<file path="config.mk">
export PLATFORM = sky130hd
export DESIGN_NAME = clk_out_channel
export DESIGN_NICKNAME = d
export VERILOG_FILES = /design/src/clk_out_pkg.sv /design/src/chan_divider.sv /design/src/drive_decode.sv /design/src/clk_out_channel.sv
export SDC_FILE = /design/constraint.sdc
export NUM_CORES = 1
export LEC_CHECK = 0
export BUFFER_PORTS_ARGS = -buffer_cell sky130_fd_sc_hd__buf_2
export CAP_MARGIN = 20
export CORE_MARGIN = 5
export CORE_UTILIZATION = 54
export DETAILED_ROUTE_END_ITERATION = 10
export GPL_ROUTABILITY_DRIVEN = 0
export PLACE_DENSITY = 0.86
export SYNTH_ARGS = -nofsm -noshare
export SYNTH_HDL_FRONTEND = slang
export SYNTH_HIERARCHICAL = 1
export SYNTH_SLANG_ARGS = --single-unit
</file>
<file path="constraint.sdc">
create_clock -name sys_clk_i -period 3.4 [get_ports sys_clk_i]
set_input_delay 0.17 -clock sys_clk_i [delete_from_list [all_inputs] [get_ports sys_clk_i]]
set_output_delay 0.17 -clock sys_clk_i [all_outputs]
set_load 0.03 [all_outputs]
</file>
<file path="src/clk_out_pkg.sv">
package clk_out_pkg;

  // ************************************************************
  // Widths
  // ************************************************************
  localparam int DATA_W   = 32;
  localparam int REG_W    = 8;
  localparam int ADDR_W   = 10;
  localparam int SRC_N    = 4;

  // ************************************************************
  // Register map: printed offsets are indices, byte address is 4x
  // ************************************************************
  localparam logic [7:0]        IDX_CONTROL  = 8'h25;
  localparam logic [7:0]        IDX_DIVIDER  = 8'h26;
  localparam logic [ADDR_W-1:0] ADDR_CONTROL = {IDX_CONTROL, 2'h0};
  localparam logic [ADDR_W-1:0] ADDR_DIVIDER = {IDX_DIVIDER, 2'h0};
  localparam int                LANE0        = 0;

  // Reset values: selector 0, format 1, first mode 2, second mode 0
  localparam logic [REG_W-1:0] CONTROL_RESET = 8'h18;
  localparam logic [REG_W-1:0] DIVIDER_RESET = 8'h02;

  // ************************************************************
  // Encodings
  // ************************************************************
  typedef enum logic [1:0] {
    SRC_SYNTH1  = 2'h0,
    SRC_SYNTH2  = 2'h1,
    SRC_REF_PRI = 2'h2,
    SRC_REF_SEC = 2'h3
  } source_e;

  typedef enum logic [1:0] {
    FMT_OFF     = 2'h0,
    FMT_AC_DIFF = 2'h1,
    FMT_HCSL    = 2'h2,
    FMT_CMOS    = 2'h3
  } format_e;

  typedef enum logic [1:0] {
    PIN_TRISTATE = 2'h0,
    PIN_LOW      = 2'h1,
    PIN_INVERTED = 2'h2,
    PIN_NORMAL   = 2'h3
  } pin_mode_e;

  // Tail current in mA, load resistance in ohm
  localparam logic [4:0] TAIL_MA_0    = 5'h04;
  localparam logic [4:0] TAIL_MA_1    = 5'h06;
  localparam logic [4:0] TAIL_MA_2    = 5'h08;
  localparam logic [4:0] TAIL_MA_HCSL = 5'h10;
  localparam logic [7:0] LOAD_OHM_0   = 8'h00;
  localparam logic [7:0] LOAD_OHM_1   = 8'h32;
  localparam logic [7:0] LOAD_OHM_2   = 8'h64;
  localparam logic [7:0] LOAD_OHM_3   = 8'hC8;

  // ************************************************************
  // Carriers
  // ************************************************************
  typedef struct packed {
    source_e    source_select;
    format_e    driver_format;
    logic [1:0] driver_mode_first;
    logic [1:0] driver_mode_second;
  } ctl_s;

  typedef struct packed {
    logic out;
    logic oe;
  } pin_s;

  typedef struct packed {
    pin_s       true_pin;
    pin_s       comp_pin;
    logic [4:0] tail_ma;
    logic [7:0] load_ohm;
  } drive_s;

endpackage

</file>
<file path="src/chan_divider.sv">
`timescale 1ns/1ps
module chan_divider #(
  parameter int DIV_W = 8
) (
  input  wire logic                         sys_clk_i,
  input  wire logic                         sys_rst_i,
  input  wire logic [clk_out_pkg::SRC_N-1:0] src_tick_i,
  input  wire clk_out_pkg::source_e          source_select_i,
  input  wire logic [DIV_W-1:0]             div_code_i,
  output logic                              chan_tick_o,
  output logic                              chan_clk_o
);
  import clk_out_pkg::*;

  logic [DIV_W-1:0] cnt_reg;
  logic [DIV_W-1:0] cnt_next;
  logic             tick_reg;
  logic             tick_next;
  logic             clk_reg;
  logic             clk_next;
  logic             sel_tick;
  logic             synth_src;

  // ************************************************************
  // Source mux and divide counter
  // ************************************************************
  // Compare with >= so a smaller code written mid-count cannot strand the counter
  always_comb begin
    sel_tick  = src_tick_i[source_select_i];
    synth_src = (source_select_i == SRC_SYNTH1) ||
                (source_select_i == SRC_SYNTH2);
    cnt_next  = cnt_reg;
    tick_next = 1'b0;
    clk_next  = clk_reg;
    if (sel_tick) begin
      if (!synth_src || (cnt_reg >= div_code_i)) begin
        cnt_next  = '0;
        tick_next = 1'b1;
        clk_next  = ~clk_reg;
      end else begin
        cnt_next  = cnt_reg + 1'b1;
      end
    end
  end

  always_ff @(posedge sys_clk_i) begin
    if (sys_rst_i) begin
      cnt_reg  <= '0;
      tick_reg <= 1'b0;
      clk_reg  <= 1'b0;
    end else begin
      cnt_reg  <= cnt_next;
      tick_reg <= tick_next;
      clk_reg  <= clk_next;
    end
  end

  assign chan_tick_o = tick_reg;
  assign chan_clk_o  = clk_reg;
endmodule

</file>
<file path="src/drive_decode.sv">
`timescale 1ns/1ps
module drive_decode (
  input  wire clk_out_pkg::ctl_s   ctl_i,
  input  wire logic                chan_clk_i,
  output clk_out_pkg::drive_s      drive_o
);
  import clk_out_pkg::*;

  // Single-ended pin from its two-bit power and polarity code
  function automatic pin_s cmos_pin(input logic [1:0] mode, input logic clk);
    pin_s p;
    unique case (pin_mode_e'(mode))
      PIN_TRISTATE: p = '{out: 1'b0, oe: 1'b0};
      PIN_LOW:      p = '{out: 1'b0, oe: 1'b1};
      PIN_INVERTED: p = '{out: ~clk, oe: 1'b1};
      PIN_NORMAL:   p = '{out: clk,  oe: 1'b1};
    endcase
    return p;
  endfunction

  // ************************************************************
  // Format decode
  // ************************************************************
  // Analog settings are only encoded; the pad cells interpret them
  always_comb begin
    drive_o = '0;
    unique case (ctl_i.driver_format)
      FMT_OFF: begin
        drive_o = '0;
      end
      FMT_AC_DIFF, FMT_HCSL: begin
        drive_o.true_pin = '{out: chan_clk_i,  oe: 1'b1};
        drive_o.comp_pin = '{out: ~chan_clk_i, oe: 1'b1};
        unique case (ctl_i.driver_mode_first)
          2'h0: drive_o.tail_ma = TAIL_MA_0;
          2'h1: drive_o.tail_ma = TAIL_MA_1;
          2'h2: drive_o.tail_ma = TAIL_MA_2;
          2'h3: drive_o.tail_ma = (ctl_i.driver_format == FMT_HCSL) ?
                                  TAIL_MA_HCSL : TAIL_MA_2;
        endcase
        if (ctl_i.driver_format == FMT_HCSL) begin
          unique case (ctl_i.driver_mode_second)
            2'h0: drive_o.load_ohm = LOAD_OHM_0;
            2'h1: drive_o.load_ohm = LOAD_OHM_1;
            2'h2: drive_o.load_ohm = LOAD_OHM_2;
            2'h3: drive_o.load_ohm = LOAD_OHM_3;
          endcase
        end
      end
      FMT_CMOS: begin
        drive_o.true_pin = cmos_pin(ctl_i.driver_mode_first, chan_clk_i);
        drive_o.comp_pin = cmos_pin(ctl_i.driver_mode_second, chan_clk_i);
      end
    endcase
  end

endmodule

</file>
<file path="src/clk_out_channel.sv">
`timescale 1ns/1ps
// Overview of operation
// - Source code 0/1/2/3 picks synth one, synth two, primary, secondary reference.
// - Format code 0 off, 1 AC differential, 2 HCSL, 3 single-ended CMOS.
// - Differential first mode: 4, 6, 8 mA; code 3 is 16 mA HCSL, else 8.
// - CMOS first mode drives true pin: tristate, low, inverted, normal.
// - Second mode: HCSL load 0/50/100/200 ohm; CMOS complement pin like true pin.
// - Divider code plus one is the ratio, 1 through 256.
// - Divider acts only on synthesizer sources; references pass undivided.
// - Divider resets to code 2 (ratio 3) and stays read/write.
module clk_out_channel #(
  parameter int DIV_W = 8
) (
  input  wire logic                            sys_clk_i,
  input  wire logic                            sys_rst_i,
  input  wire logic                            psel_i,
  input  wire logic                            penable_i,
  input  wire logic                            pwrite_i,
  input  wire logic [clk_out_pkg::ADDR_W-1:0]  paddr_i,
  input  wire logic [clk_out_pkg::DATA_W-1:0]  pwdata_i,
  input  wire logic [3:0]                      pstrb_i,
  output logic      [clk_out_pkg::DATA_W-1:0]  prdata_o,
  output logic                                 pready_o,
  output logic                                 pslverr_o,
  input  wire logic [clk_out_pkg::SRC_N-1:0]   src_tick_i,
  output logic                                 chan_tick_o,
  output clk_out_pkg::format_e                 format_o,
  output clk_out_pkg::drive_s                  drive_o
);
  import clk_out_pkg::*;

  typedef enum logic [1:0] {
    ST_IDLE = 2'b01,
    ST_ACK  = 2'b10
  } bus_state_e;

  bus_state_e       state_reg;
  bus_state_e       state_next;
  logic             pready_reg;
  logic             pready_next;
  logic             pslverr_reg;
  logic             pslverr_next;
  logic [DATA_W-1:0] prdata_reg;
  logic [DATA_W-1:0] prdata_next;
  ctl_s             ctl_reg;
  ctl_s             ctl_next;
  logic [REG_W-1:0] div_reg;
  logic [REG_W-1:0] div_next;
  drive_s           drive_reg;
  drive_s           drive_comb;
  format_e          format_reg;
  logic             hit_ctl;
  logic             hit_div;
  logic             wr_take;
  logic             div_tick;
  logic             div_clk;

  // ************************************************************
  // APB slave: one wait state, response from registers
  // ************************************************************
  // The extra cycle lets prdata and pready come straight from flops
  always_comb begin
    hit_ctl      = (paddr_i == ADDR_CONTROL);
    hit_div      = (paddr_i == ADDR_DIVIDER);
    state_next   = state_reg;
    pready_next  = 1'b0;
    pslverr_next = 1'b0;
    prdata_next  = '0;
    wr_take      = 1'b0;
    unique case (state_reg)
      ST_IDLE: begin
        if (psel_i && penable_i) begin
          state_next   = ST_ACK;
          pready_next  = 1'b1;
          pslverr_next = !(hit_ctl || hit_div);
          if (!pwrite_i && hit_ctl) begin
            prdata_next = DATA_W'(ctl_reg);
          end else if (!pwrite_i && hit_div) begin
            prdata_next = DATA_W'(div_reg);
          end
        end
      end
      ST_ACK: begin
        state_next = ST_IDLE;
        wr_take    = psel_i && penable_i && pwrite_i && pstrb_i[LANE0];
      end
    endcase
  end

  always_ff @(posedge sys_clk_i) begin
    if (sys_rst_i) begin
      state_reg   <= ST_IDLE;
      pready_reg  <= 1'b0;
      pslverr_reg <= 1'b0;
      prdata_reg  <= '0;
    end else begin
      state_reg   <= state_next;
      pready_reg  <= pready_next;
      pslverr_reg <= pslverr_next;
      prdata_reg  <= prdata_next;
    end
  end

  // ************************************************************
  // Configuration registers
  // ************************************************************
  // A write takes effect at the edge where the master sees pready
  always_comb begin
    ctl_next = ctl_reg;
    div_next = div_reg;
    if (wr_take && hit_ctl) begin
      ctl_next = ctl_s'(pwdata_i[REG_W-1:0]);
    end
    if (wr_take && hit_div) begin
      div_next = pwdata_i[REG_W-1:0];
    end
  end

  always_ff @(posedge sys_clk_i) begin
    if (sys_rst_i) begin
      ctl_reg <= ctl_s'(CONTROL_RESET);
      div_reg <= DIVIDER_RESET;
    end else begin
      ctl_reg <= ctl_next;
      div_reg <= div_next;
    end
  end

  // ************************************************************
  // Channel clock path
  // ************************************************************
  chan_divider #(
    .DIV_W (DIV_W)
  ) u_divider (
    .sys_clk_i       (sys_clk_i),
    .sys_rst_i       (sys_rst_i),
    .src_tick_i      (src_tick_i),
    .source_select_i (ctl_reg.source_select),
    .div_code_i      (div_reg[DIV_W-1:0]),
    .chan_tick_o     (div_tick),
    .chan_clk_o      (div_clk)
  );

  drive_decode u_decode (
    .ctl_i      (ctl_reg),
    .chan_clk_i (div_clk),
    .drive_o    (drive_comb)
  );

  // Output stage registered so pads never see decode glitches
  always_ff @(posedge sys_clk_i) begin
    if (sys_rst_i) begin
      drive_reg  <= '0;
      format_reg <= FMT_OFF;
    end else begin
      drive_reg  <= drive_comb;
      format_reg <= ctl_reg.driver_format;
    end
  end

  assign prdata_o    = prdata_reg;
  assign pready_o    = pready_reg;
  assign pslverr_o   = pslverr_reg;
  assign chan_tick_o = div_tick;
  assign format_o    = format_reg;
  assign drive_o     = drive_reg;
endmodule

</file>
==> metrics.txt <==
status complete, no violations; core box area 0.00544 mm^2; max-slew violation count 0; cell taking the most area after synthesis dfxtp_1; largest net degree at the start of global routing 55; hold buffer count at cts 0; count leader, synth dfxtp_1; Die Ht 84.3 um; post-synth top area share 38.3%; I/O Buffers 57; DRC 0; Slew Limit Headroom 45.2%; Fmax 0.437 GHz; Design Power 1.65 mW; clk_lat worst skew 0.34 ns; layout cell share with drive strength beyond 1 24.2%; Post-synth top cells 57 x dfxtp_1, 28 x buf_4, 27 x nor2b_1; CP Max Fanout 8; clock slew at reported path FFs 0.06 ns; Syn. warnings 6; max-cap violations 0; Sum Neg Setup Slack 0 ns; Post-CTS Setup Bufs 0; CP Capture Type flop; RSZ-0062 raised after global routing no; DR vias/cell 5.16; clock root buffer clkbuf_8; CTS tree built; final wirelength 6110 um; H-tree depth 3; Worst EP required 3.64 ns; Final Setup Violations 0; minimum clock period 2.29 ns; DR iter-0 viols 123; Crit Path Category reg2reg; Hold Path Class in2reg; predominant post-synthesis flop cell dfxtp_1; row count 27; total CTS buffers 9; max reg flops 17; GRT overflow 0; Final Hold Fails 0; actual slew at the worst max-slew pin 0.822 ns; clock skew 0.00547 ns; CTS resizes 0; Pleak 1.59 nW; Critical Path AT 2.53 ns; Die Area 0.00711 mm^2; P&R area growth vs syn 14.9%; Total Nets Final 431; first-pass GRT wire length 10100 um; Seq cells post-synth 57; EDFF count, synth 0; Tot GR Track Use 17.7%; sequential share of the synthesized area 38.3%; routed vias 2245; maximum VDD drop 229 uV; num ports 109; P per Cell Area 481 mW/mm^2; Longest Clk Path Bufs 2; Tcrit/Tclk final 67.3%; syn avg cell area 9.78 um^2; initial antenna violation count 0; synthesized area 0.00298 mm^2; DR pass1 iterations 4; Synth Instances 305; initial core utilization 54.8%; clk sinks 57; Detailed Place HPWL 4330 um; fraction of registers with async set/reset 0%; Critical Path Source Type flop; Die Span X 84.3 um; WL/cell 14.1 um; vias in the first global route 2209; Synth area leaders dfxtp_1 38%, ha_1 7.6%, buf_4 7.0%, mux2i_1 6.0%, nor2b_1 5.7%; Ant. Diodes 0; post-synth cell types 51; Final ANT Viol Nets 0
-- per-stage QoR --
| stage | utilization, % | cells | hold WS, ns | setup slack (ns) | cell area [um^2] |
|---|---|---|---|---|---|
| 2_1_floorplan | - | 329 | 0.239 | 1.44 | 3070 |
| 3_3_place_gp | 58.3 | 419 | 0.439 | 1.21 | 3170 |
| 3_5_place_dp | 58.3 | 419 | 0.461 | 1.15 | 3170 |
| 4_1_cts | 63.0 | 435 | 0.102 | 1.12 | 3430 |
| 5_1_grt | 63.0 | 435 | 0.106 | 0.973 | 3430 |
| 6_report | 63.0 | 435 | 0.109 | 1.11 | 3430 |
-- path summary, 6_finish.rpt --
path                                start                                 to  slack (ns)  cells past startpoint
hold / removal                pwdata_i[1]            ctl_reg[1]$_SDFFE_PP0P_        0.11                      3
setup / recovery  div_reg[7]$_SDFFE_PP0P_  u_divider/cnt_reg[5]$_SDFFE_PP0P_        1.11                      7
hold reg to reg   div_reg[0]$_SDFFE_PP0P_            div_reg[0]$_SDFFE_PP0P_        0.51                      2
setup reg to reg  div_reg[7]$_SDFFE_PP0P_  u_divider/cnt_reg[5]$_SDFFE_PP0P_        1.11                      7
-- area by class of cell --
cell class | instances | area (um^2)
Tap cell | 72 | 90.1
Timing Repair Buffer | 57 | 285
Clock inverter | 4 | 98.8
Clock buffer | 12 | 155
Inverter | 18 | 67.6
Sequential cell | 57 | 1140
Multi-Input combinational cell | 215 | 1590
Fill cell | 449 | 2010
-- routing by layer --
layer | vias to the layer above | track usage (%) | part of all wire (%)
met5 | - | 0 | 0
met4 | 0 | 9.50 | 2.1
met3 | 14 | 5.89 | 9.3
met2 | 99 | 28.5 | 48
met1 | 1030 | 20.7 | 41
li1 | 1102 | - | -
-- worst max-delay path, cell delays in order (launching register included) --
cell	delay [ns]
dfxtp_1	0.36
inv_1	0.06
ha_1	0.32
and3_4	0.20
a221oi_2	0.41
and2b_1	0.39
nand3_4	0.15
o311ai_2	0.30
-- report_power, final --
group / internal [mW] / switching [mW] / leakage, nW
combinational: 0.0507 / 0.109 / 1.00
clock: 0.528 / 0.268 / 0.127
sequential: 0.682 / 0.00972 / 0.463
total: 1.26 / 0.386 / 1.59
-- layout by cell type, fill, tap and decap left out, types with 2 or more instances in the layout --
cell	instances
nand3_1	6
o311ai_2	3
clkbuf_8	11
ha_1	18
a21oi_1	6
conb_1	26
nor4b_4	2
inv_1	18
o211ai_1	2
a22oi_1	8
and4_1	2
nor2_1	11
mux2i_1	18
o211a_1	2
nor2b_1	27
nor3_1	9
and3_1	6
nand4_1	6
a31oi_1	4
nand2_1	10
nand2b_1	23
dfxtp_1	57
buf_2	57
bufinv_16	3
-- logic make-up (layout without fill, tap and decap cells) --
| kind of cell | count (synthesis) | in the layout | share of synthesized area (%) |
|---|---|---|---|
| muxes | 21 | 21 | 7.55 |
| buffers and inverters | 57 | 91 | 11.5 |
| AOI/OAI and AO/OA | 35 | 35 | 9.94 |
| DFF | 57 | 57 | 38.3 |
| other | 2 | 26 | 0.252 |
| and+or+nand+nor | 115 | 115 | 25.0 |
| adders and majority gates | 18 | 18 | 7.55 |
Power figures use the tool's default switching activity.
